File: src/shared/dpwr_consts.vh
// Timing constants and command codes for the dual-port RAM write host.
`ifndef DPWR_CONSTS_VH
`define DPWR_CONSTS_VH
`define DPWR_CLK_PERIOD_NS 100
`define DPWR_T_EW_NS 70
`define DPWR_T_WP_NS 50
`define DPWR_T_WZ_NS 30
`define DPWR_T_DW_NS 40
`define DPWR_T_DH_NS 0
`define DPWR_T_SWRD_NS 5
`define DPWR_T_AS_NS 0
`define DPWR_CYC_UP(t) ((((t) + `DPWR_CLK_PERIOD_NS - 1) / `DPWR_CLK_PERIOD_NS) < 1 ? 1 : (((t) + `DPWR_CLK_PERIOD_NS - 1) / `DPWR_CLK_PERIOD_NS))
`define DPWR_CYC_EW `DPWR_CYC_UP(`DPWR_T_EW_NS)
`define DPWR_CYC_WPOE `DPWR_CYC_UP(`DPWR_T_WZ_NS + `DPWR_T_DW_NS)
`define DPWR_CYC_WP `DPWR_CYC_UP(`DPWR_T_WP_NS)
`define DPWR_CYC_DH `DPWR_CYC_UP(`DPWR_T_DH_NS)
`define DPWR_CYC_SWRD `DPWR_CYC_UP(`DPWR_T_SWRD_NS)
`define DPWR_CMD_WRITE 2'h0
`define DPWR_CMD_READ 2'h1
`define DPWR_CMD_FLAG_WRITE 2'h2
`define DPWR_CMD_FLAG_READ 2'h3
`endif

File: src/rtl/dpwr_host.v
// Host controller that drives one asynchronous dual-port RAM port.
`timescale 1ns/1ps
`default_nettype none
`include "dpwr_consts.vh"
module dpwr_host #(
	parameter ADDR_W = 13,
	parameter DATA_W = 16
) (
	input wire clk,
	input wire resetn,
	input wire reqValid,
	input wire [1:0] reqCmd,
	input wire [ADDR_W-1:0] reqAddr,
	input wire [DATA_W-1:0] reqData,
	input wire [1:0] reqByteEn,
	input wire reqOutEnable,
	output reg reqReady,
	output reg rspValid,
	output reg [DATA_W-1:0] rspData,
	output reg [ADDR_W-1:0] addr,
	output reg chipSelectN,
	output reg upper_byte_select_n,
	output reg lower_byte_select_n,
	output reg flag_select_n,
	output reg readWriteN,
	output reg outputEnableN,
	input wire [DATA_W-1:0] dataIn,
	output reg [DATA_W-1:0] dataOut,
	output reg dataOeN
);
	////////////////////////////////////////////////////////////////////////////
	localparam [5:0] ST_IDLE = 6'h01;
	localparam [5:0] ST_SETUP = 6'h02;
	localparam [5:0] ST_PULSE = 6'h04;
	localparam [5:0] ST_HOLD = 6'h08;
	localparam [5:0] ST_READ = 6'h10;
	localparam [5:0] ST_GAP = 6'h20;
	localparam integer CYC_EW_N = `DPWR_CYC_EW;
	localparam integer CYC_WP_N = `DPWR_CYC_WP;
	localparam integer CYC_WPOE_N = `DPWR_CYC_WPOE;
	localparam integer CYC_DH_N = `DPWR_CYC_DH;
	localparam integer CYC_SWRD_N = `DPWR_CYC_SWRD;
	localparam [7:0] CYC_EW = CYC_EW_N[7:0];
	localparam [7:0] CYC_WP = CYC_WP_N[7:0];
	localparam [7:0] CYC_WPOE = CYC_WPOE_N[7:0];
	localparam [7:0] CYC_DH = CYC_DH_N[7:0];
	localparam [7:0] CYC_SWRD = CYC_SWRD_N[7:0];
	localparam [7:0] CYC_RD = 8'h02;

	wire [DATA_W-1:0] dataSync;
	reg [5:0] state_q;
	reg [5:0] state_d;
	reg [7:0] count_q;
	reg [7:0] count_d;
	reg [1:0] cmd_q;
	reg flagWritten_q;
	reg [7:0] gapCount_q;
	reg [1:0] byteEn_q;
	wire isFlag;
	wire [7:0] pulseLen;

	dpwr_sync2 #(.WIDTH(DATA_W)) u_sync (
		.clk(clk),
		.resetn(resetn),
		.async(dataIn),
		.synced(dataSync)
	);

	assign isFlag = cmd_q[1];
	// The pulse covers the select-to-end time as well, since selects fall with the strobe.
	assign pulseLen = (outputEnableN == 1'b0) ?
		((CYC_WPOE > CYC_WP) ? CYC_WPOE : CYC_WP) : CYC_WP;
	////////////////////////////////////////////////////////////////////////////
	always @*
	begin
		state_d = state_q;
		count_d = count_q;
		case (state_q)
			ST_IDLE:
			begin
				if (reqValid && reqReady)
				begin
					state_d = ST_SETUP;
					count_d = 8'h00;
				end
			end
			ST_SETUP:
			begin
				if (cmd_q[0])
					state_d = ST_READ;
				else
					state_d = ST_PULSE;
				count_d = 8'h01;
			end
			ST_PULSE:
			begin
				count_d = count_q + 8'h01;
				// The first strobe cycle lets the device turn off, then data stands for the pulse.
				if (count_q > ((pulseLen > CYC_EW) ? pulseLen : CYC_EW))
				begin
					state_d = ST_HOLD;
					count_d = 8'h01;
				end
			end
			ST_HOLD:
			begin
				count_d = count_q + 8'h01;
				if (count_q >= CYC_DH)
					state_d = ST_GAP;
			end
			ST_READ:
			begin
				count_d = count_q + 8'h01;
				if (count_q >= CYC_RD + 8'h02)
					state_d = ST_GAP;
			end
			ST_GAP:
				state_d = ST_IDLE;
			default:
				state_d = ST_IDLE;
		endcase
	end
	////////////////////////////////////////////////////////////////////////////
	always @(posedge clk or negedge resetn)
	begin
		if (!resetn)
		begin
			state_q <= ST_IDLE;
			count_q <= 8'h00;
			cmd_q <= 2'h0;
			flagWritten_q <= 1'b0;
			gapCount_q <= 8'h00;
			reqReady <= 1'b0;
			rspValid <= 1'b0;
			rspData <= {DATA_W{1'b0}};
			addr <= {ADDR_W{1'b0}};
			chipSelectN <= 1'b1;
			upper_byte_select_n <= 1'b1;
			lower_byte_select_n <= 1'b1;
			flag_select_n <= 1'b1;
			readWriteN <= 1'b1;
			outputEnableN <= 1'b1;
			dataOut <= {DATA_W{1'b0}};
			dataOeN <= 1'b1;
		end
		else
		begin
			state_q <= state_d;
			count_q <= count_d;
			rspValid <= 1'b0;
			if (gapCount_q != 8'h00)
				gapCount_q <= gapCount_q - 8'h01;
			// A flag read waits until the write-to-read time has passed.
			reqReady <= (state_d == ST_IDLE) && !(flagWritten_q && gapCount_q > 8'h01
				&& reqCmd == `DPWR_CMD_FLAG_READ);
			case (state_q)
				ST_IDLE:
				begin
					if (reqValid && reqReady)
					begin
						cmd_q <= reqCmd;
						addr <= reqAddr;
						dataOut <= reqData;
						outputEnableN <= reqCmd[0] ? 1'b0 : !reqOutEnable;
						if (reqCmd == `DPWR_CMD_FLAG_READ)
							flagWritten_q <= 1'b0;
					end
				end
				ST_SETUP:
				begin
					// On a write, selects and strobe fall together so the device keeps its outputs off.
					readWriteN <= cmd_q[0];
					flag_select_n <= !isFlag;
					chipSelectN <= isFlag;
					upper_byte_select_n <= isFlag ? 1'b1 : !byteEn_q[1];
					lower_byte_select_n <= isFlag ? 1'b1 : !byteEn_q[0];
				end
				ST_PULSE:
				begin
					// Data goes out one cycle after the strobe so the device has turned off.
					dataOeN <= 1'b0;
					if (state_d == ST_HOLD)
					begin
						readWriteN <= 1'b1;
						chipSelectN <= 1'b1;
						upper_byte_select_n <= 1'b1;
						lower_byte_select_n <= 1'b1;
						flag_select_n <= 1'b1;
					end
				end
				ST_HOLD:
				begin
					if (state_d == ST_GAP)
					begin
						dataOeN <= 1'b1;
						outputEnableN <= 1'b1;
						if (isFlag)
						begin
							flagWritten_q <= 1'b1;
							gapCount_q <= CYC_SWRD + 8'h01;
						end
					end
				end
				ST_READ:
				begin
					if (state_d == ST_GAP)
					begin
						// A flag read reports bit 0, which all data pins carry.
						rspData <= isFlag ? {DATA_W{dataSync[0]}} : dataSync;
						rspValid <= 1'b1;
						chipSelectN <= 1'b1;
						upper_byte_select_n <= 1'b1;
						lower_byte_select_n <= 1'b1;
						flag_select_n <= 1'b1;
						outputEnableN <= 1'b1;
					end
				end
				default:
				begin
				end
			endcase
		end
	end
	////////////////////////////////////////////////////////////////////////////
	always @(posedge clk or negedge resetn)
	begin
		if (!resetn)
			byteEn_q <= 2'h0;
		else if (state_q == ST_IDLE && reqValid && reqReady)
			byteEn_q <= (reqByteEn == 2'h0) ? 2'h3 : reqByteEn;
	end
endmodule // dpwr_host
`default_nettype wire

File: src/rtl/dpwr_sync2.v
// Two-flop synchroniser for a bus of pin inputs.
`timescale 1ns/1ps
`default_nettype none
module dpwr_sync2 #(
	parameter WIDTH = 16
) (
	input wire clk,
	input wire resetn,
	input wire [WIDTH-1:0] async,
	output reg [WIDTH-1:0] synced
);
	reg [WIDTH-1:0] stage_q;
	always @(posedge clk or negedge resetn)
	begin
		if (!resetn)
		begin
			stage_q <= {WIDTH{1'b0}};
			synced <= {WIDTH{1'b0}};
		end
		else
		begin
			stage_q <= async;
			synced <= stage_q;
		end
	end
endmodule // dpwr_sync2
`default_nettype wire

File: config.mk
export PLATFORM = sky130hd
export DESIGN_NAME = dpwr_host
export DESIGN_NICKNAME = d
export VERILOG_FILES = /design/src/rtl/dpwr_host.v /design/src/rtl/dpwr_sync2.v
export VERILOG_INCLUDE_DIRS = /design/src /design/src/shared
export SDC_FILE = /design/constraint.sdc
export NUM_CORES = 1
export LEC_CHECK = 0
export ABC_AREA = 1
export BUFFER_PORTS_ARGS = -buffer_cell sky130_fd_sc_hd__buf_2
export CAP_MARGIN = 20
export CORE_ASPECT_RATIO = 1.75
export CORE_MARGIN = 5
export CORE_UTILIZATION = 25
export DETAILED_ROUTE_END_ITERATION = 7
export PLACE_DENSITY_LB_ADDON = 0.1
export SYNTH_ARGS = -nofsm -noshare
export SYNTH_HDL_FRONTEND = slang
export SYNTH_SLANG_ARGS = --single-unit
File: constraint.sdc
create_clock -name clk -period 1.85 [get_ports clk]
set_clock_uncertainty 0.1 [all_clocks]
set_input_delay 0.2775 -clock clk [delete_from_list [all_inputs] [get_ports clk]]
set_output_delay 0.2775 -clock clk [all_outputs]
set_load 0.01 [all_outputs]
==> metrics, run 1 <==
outcome=completed; hold buffer count at CTS=47; global-route wire length before repair=20200 µm; crit-path max FO=9; Seq/Total Area, Yosys=61.6%; Flop pwr share=36.2%; TritonCTS clock tree=built; family with the most delay on the worst path=simple AND/OR/NAND/NOR gates; period utilisation layout=87.8%; drt initial violations=173; clock-pin slew on the worst setup and hold paths=0.06 ns; IO Pins=107; Final ANT Viol Nets=0; initial antenna violation count=0; critical path depth=6; clk_lat worst skew=0.41 ns; vias per cell=4.25; grt total ovfl=0; HP Start=reqOutEnable; chip height=190 µm; most common cell type on the critical path=inv_1; Net Sw Power=3430 µW; DP Wirelength=8570 µm; Final Slew Violations=0; startpoint types=register; RSZ-0062 raised after global routing=false; Data arrival, critical path=1.87 ns; placer congestion estimate=0.793; post-route setup slack=0.225 ns; flops & latches, synth=113; Worst Setup End Kind=register; post-synthesis cell area=4610 µm²; Root Buffer=clkbuf_16; area grow syn2layout=43.2%; combinational group share of total power=29.4%; Crit path buffers/inverters=2; largest net degree at the start of global routing=42; Hold Fails Final Rpt=0; Placed Cells=823; Post-route DRC=0; nets=714; DR pass1 iterations=4; setup violators final=0; synthesized area per cell=9.56 µm²; pwr dens=1500 nW/µm²; Final Critical Period=1.62 ns; Ys Warns=0; critical path type=reg -> reg; H-tree levels=4; die area=21300 µm²; r2r endpoint=gapCount_q[6]; pre-CTS setup slack=0.215 ns; Max Clock Freq=615 MHz; slew margin rel.=63.7%; clock share of power=34.4%; Tot Pwr=9890 µW; Syn Inst Count=482; clock buffer depth=2; Initial Utilization=25.5%; Overall Global Routing Usage=12.1%; PortBufs=106; worst min path class=in -> reg; Max Cap Viol=0; hold endpoint=outputEnableN; Row Count=65; Inserted Diodes=0; Sinks on Clock Net=113; Internal Power=6460 µW; Worst VDD drop=0.000487 V; core box area=18100 µm²; worst path required time=2.09 ns; setup_tns=0 ns; Synth cell types=36; R2R depth=6; hold depth=4; vias=3835; fillers=1909; Hold Slack=0.0482 ns; critical path, cell by cell=inv_1, nor2_2, nand4_1, nand4_2, nand3_1, inv_1; Inserted Clock Buffers=17; Post-CTS Setup Repair Bufs=0; switching part of the total=34.7%; vias in the first global route=4021; Total Wirelength=12200 µm; DR WL/cell=13.6 µm; Die X-Extent=113 µm; Syn Nets=541; worst slew pin tran=0.544 ns; Leakage=0.00346 µW; r2r startpoint=state_q[0]; Cell Count, Final, Fillers Out=902; critical path's slowest cell=dfstp_2; slowest stage delay, CP=0.56 ns; Reg2Reg Setup Slack=0.23 ns; share of cells above drive strength 1=27.7%; post-CTS sizing=0
==> power by group through the flow <==
| stage | Clock [µW] | Combinational (µW) | Sequential (µW) |
|---|---|---|---|
| 3_5_place_dp | 0 | 2880 | 3630 |
| 2_1_floorplan | 0 | 1580 | 3750 |
| 3_3_place_gp | 0 | 2840 | 3620 |
| 4_1_cts | 3510 | 2970 | 3600 |
| 6_report | 3400 | 2910 | 3580 |
| 5_1_grt | 3630 | 3320 | 3670 |
==> cell families (layout without fill, tap and decap cells) <==
group	after synthesis	after routing	synth area share (%)
AND/OR/NAND/NOR	268	268	26.4
flip-flops	113	113	61.6
buffers and inverters	56	242	5.11
AO/OA/AOI/OAI	37	37	4.86
adder cells (fa/ha/maj)	6	6	1.63
XOR/XNOR	2	2	0.380
==> how the worst max path moves through the flow <==
stage	from	endpoint
finish	state_q[0]	gapCount_q[6]
global route	count_q[0]	gapCount_q[3]
CTS	state_q[0]	reqReady
detailed placement	count_q[0]	gapCount_q[7]
global placement	state_q[0]	gapCount_q[4]
floorplan	count_q[4]	count_q[0]
==> through the flow <==
| stage | utilization (%) | area, µm² |
|---|---|---|
| final | 36.5 | 6600 |
| after detailed placement | 30.5 | 5510 |
| after global placement | 30.5 | 5510 |
| after floorplan | - | 4610 |
| after global routing | 36.5 | 6600 |
| after CTS | 36.5 | 6600 |
==> layout by cell type (no fill, tap or decap), types with 3 or more instances in the layout <==
cell             n
buf_2          105
dfstp_2          8
nand2_1        177
dfrtp_1        105
inv_1           40
nand3_1         21
inv_6            3
nor3_1           4
clkinvlp_4       6
nor2_4           5
nand4_1          6
buf_4            9
buf_12           4
nand2_2          4
a21oi_1          5
clkbuf_16       17
o21ai_0         11
ha_1             6
nor2_1          34
dlygate4sd3_1   47
bufinv_16        3
a31oi_1         16
nand4_2          3
==> sequential cells by signal, summed over array words and instances, names as in the netlist <==
signal               count
dataOut                 16
rspData                 16
u_sync.stage_q          16
u_sync.synced           16
addr                    13
count_q                  8
gapCount_q               8
state_q                  6
byteEn_q                 2
cmd_q                    2
chipSelectN              1
dataOeN                  1
flagWritten_q            1
flag_select_n            1
lower_byte_select_n      1
outputEnableN            1
readWriteN               1
reqReady                 1
rspValid                 1
upper_byte_select_n      1
==> synthesized netlist by cell type <==
| cell type | count | area share [%] |
|---|---|---|
| a21oi_1 | 5 | 0.54 |
| a31oi_1 | 16 | 2.2 |
| buf_2 | 3 | 0.33 |
| buf_4 | 1 | 0.16 |
| buf_6 | 2 | 0.49 |
| clkbuf_1 | 5 | 0.41 |
| clkinv_1 | 2 | 0.16 |
| dfrtp_1 | 105 | 57 |
| dfstp_2 | 8 | 4.6 |
| ha_1 | 6 | 1.6 |
| inv_1 | 40 | 3.3 |
| inv_2 | 2 | 0.16 |
| inv_4 | 1 | 0.14 |
| nand2_1 | 177 | 14 |
| nand2_2 | 4 | 0.54 |
| nand2_4 | 2 | 0.49 |
| nand3_1 | 21 | 2.3 |
| nand3_2 | 2 | 0.43 |
| nand3_4 | 1 | 0.38 |
| nand3b_1 | 2 | 0.33 |
| nand4_1 | 6 | 0.82 |
| nand4_2 | 3 | 0.82 |
| nor2_1 | 34 | 2.8 |
| nor2_2 | 2 | 0.27 |
| nor2_4 | 5 | 1.2 |
| nor2_8 | 1 | 0.43 |
| nor2b_1 | 1 | 0.14 |
| nor3_1 | 4 | 0.43 |
| nor3_4 | 1 | 0.35 |
| o211ai_1 | 1 | 0.16 |
| o21ai_0 | 11 | 1.2 |
| o21ai_4 | 1 | 0.35 |
| o21bai_1 | 1 | 0.16 |
| o22ai_1 | 2 | 0.27 |
| or2_2 | 2 | 0.27 |
| xor2_1 | 2 | 0.38 |
==> final cells by class <==
class                      instances  area (µm²)  area share [%]
clock buffer                      18         439            6.66
tap                              234         293            4.44
timing repair buffer             165        1140            17.3
clock inverter                    14         179            2.71
sequential                       113        2840            43.0
multi-input combinational        313        1530            23.2
inverter                          45         171            2.60
==> worst min-delay path: stages <==
cell,delay (ns)
buf_2,0.08
o21ai_0,0.06
nand3_1,0.08
nand2_1,0.05
==> per-layer routing <==
metal / vias to the layer above / share of wire, % / GRT usage [%] / wire (µm)
met2: 81 / 56 / 22.4 / 6880
met4: 0 / 1.5 / 4.49 / 188
met1: 1866 / 38 / 13.0 / 4640
met3: 11 / 4.3 / 3.09 / 526
li1: 1877 / - / - / -
met5: - / 0 / 0 / 0
Note: power is estimated with default switching activity, not from simulation.
==> run 2: changes to the inputs <==
- clock period: 1.85 -> 1.7 ns (I/O delays scaled with it)
==> metrics, run 2 (synthesis results as in run 1) <==
outcome=completed; grt total ovfl=0 (unchanged); share of cells above drive strength 1=28.9% (+1.2 points); clk_lat worst skew=0.40 ns (about the same); Reg2Reg Setup Slack=0.11 ns (-0.12 ns); Leakage=0.00352 µW (+1.7%); IO Pins=107 (unchanged); period utilisation layout=93.6% (+5.8 points); placer congestion estimate=0.716 (-9.8%); worst slew pin tran=0.573 ns (+0.0289 ns); initial antenna violation count=0 (unchanged); setup violators final=0 (unchanged); DR WL/cell=13.2 µm (-2.8%); fin util=37.1% (+0.55 points); startpoint types=register; nets=727 (+1.8%); H-tree levels=4 (unchanged); slew margin rel.=61.7% (-1.9 points); Final Slew Violations=0 (unchanged); Final ANT Viol Nets=0 (unchanged); Cell Count, Final, Fillers Out=915 (+1.4%); Data arrival, critical path=1.79 ns (-0.08 ns); Worst Setup EP=gapCount_q[6]; Hold Fails Final Rpt=0 (unchanged); area grow syn2layout=45.4%; Die X-Extent=113 µm (unchanged); Root Buffer=clkbuf_16; Worst VDD drop=0.000716 V (+47%); TritonCTS clock tree=built; critical path type=reg -> reg; Inserted Clock Buffers=17 (unchanged); Sinks on Clock Net=113 (unchanged); Row Count=65 (unchanged); drt initial violations=117 (-32%); Post-route DRC=0 (unchanged); die area=21300 µm² (unchanged); DP Wirelength=8610 µm (+0.55%); PortBufs=106 (unchanged); Critical Path Start=gapCount_q[5]; Initial Utilization=25.5% (unchanged); fillers=1887 (-1.2%); Final Critical Period=1.59 ns (-0.0330 ns); most frequent cells in the layout=nand2_1, dfrtp_1, buf_2; R2R depth=7 (+1); Max Clock Freq=628 MHz (+2.1%); Worst Setup End Kind=register; pwr dens=1600 nW/µm² (+6.9%); worst path required time=1.89 ns (-0.20 ns); vias in the first global route=4057 (+0.90%); r2r startpoint=gapCount_q[5]; vias per cell=4.18 (-1.8%); core box area=18100 µm² (unchanged); crit-path max FO=5 (-4); DR pass1 iterations=4 (unchanged); worst min path class=in -> reg; Total Wirelength=12100 µm (-1.4%); clock buffer depth=2 (unchanged); Overall Global Routing Usage=11.9% (-0.19 points); largest net degree at the start of global routing=33 (-21%); chip height=190 µm (unchanged); global-route wire length before repair=20100 µm (-0.38%); clock-pin slew on the worst setup and hold paths=0.06 ns (about the same); leading cell type in the layout, fill and taps excluded=nand2_1; r2r endpoint=gapCount_q[6]; Inserted Diodes=0 (unchanged); Max Cap Viol=0 (unchanged); RSZ-0062 raised after global routing=true; Placed Cells=831 (+0.97%); vias=3822 (-0.34%)
[run 2: area by class of cell]
class / instances / area, µm² / share of cell area (%)
inverter: 45 / 171 / 2.56
tap: 234 / 293 / 4.37
multi-input combinational: 313 / 1550 / 23.1
sequential: 113 / 2840 / 42.4
timing repair buffer: 178 / 1260 / 18.8
clock buffer: 18 / 429 / 6.41
clock inverter: 14 / 158 / 2.35
[run 2: power breakdown]
| part | internal [µW] | switching (µW) | leakage [µW] |
|---|---|---|---|
| Sequential | 3460 | 433 | 0.00140 |
| Combinational | 1330 | 2000 | 0.00184 |
| Clock | 2180 | 1330 | 0.000277 |
| Total | 6970 | 3760 | 0.00352 |
[run 2: critical path: stages, from the launching register on]
cell	delay (ns)
dfrtp_1	0.39
nor2_1	0.21
nand3_2	0.16
nor3_4	0.28
buf_4	0.19
nor2_1	0.04
nand3_1	0.07
inv_1	0.04
[run 2: routing by layer]
metal | track usage, % | share of wire (%) | vias up | routed length (µm)
met5 | 0 | 0 | - | 0
met3 | 3.21 | 3.9 | 15 | 473
met1 | 12.4 | 39 | 1842 | 4740
met4 | 4.63 | 1.6 | 0 | 197
li1 | - | - | 1899 | -
met2 | 22.3 | 55 | 66 | 6660
[run 2: through the flow]
stage / setup TNS, ns / area [µm²] / power (µW) / hold WS (ns) / worst slack (ns)
after global routing: -0.00109 / 6700 / 11500 / 0.0426 / -0.00109
after detailed placement: 0 / 5580 / 7220 / 0.128 / 0.0547
after global placement: 0 / 5580 / 7170 / 0.120 / 0.0926
final: 0 / 6700 / 10700 / 0.0323 / 0.108
after floorplan: 0 / 4610 / 5800 / -0.141 / 0.233
after CTS: 0 / 6650 / 10900 / 0.0141 / 0.0349
[run 2: worst min path at each step]
stage	cells past startpoint	slack, ns	from	end
final	4	0.03	reqOutEnable	outputEnableN
after CTS	4	0.01	reqOutEnable	outputEnableN
after global routing	3	0.04	reqByteEn[1]	byteEn_q[1]
after detailed placement	1	0.13	resetn	byteEn_q[0]
after floorplan	0	-0.14	resetn	addr[0]
after global placement	1	0.12	resetn	byteEn_q[1]
[run 2: timing repair]
item                       4_1_cts  5_1_grt
hold buffers                    48        0
hold endpoints to repair        68        0
setup endpoints to repair        0       14
resized for setup                0        3
setup buffers                    0        4
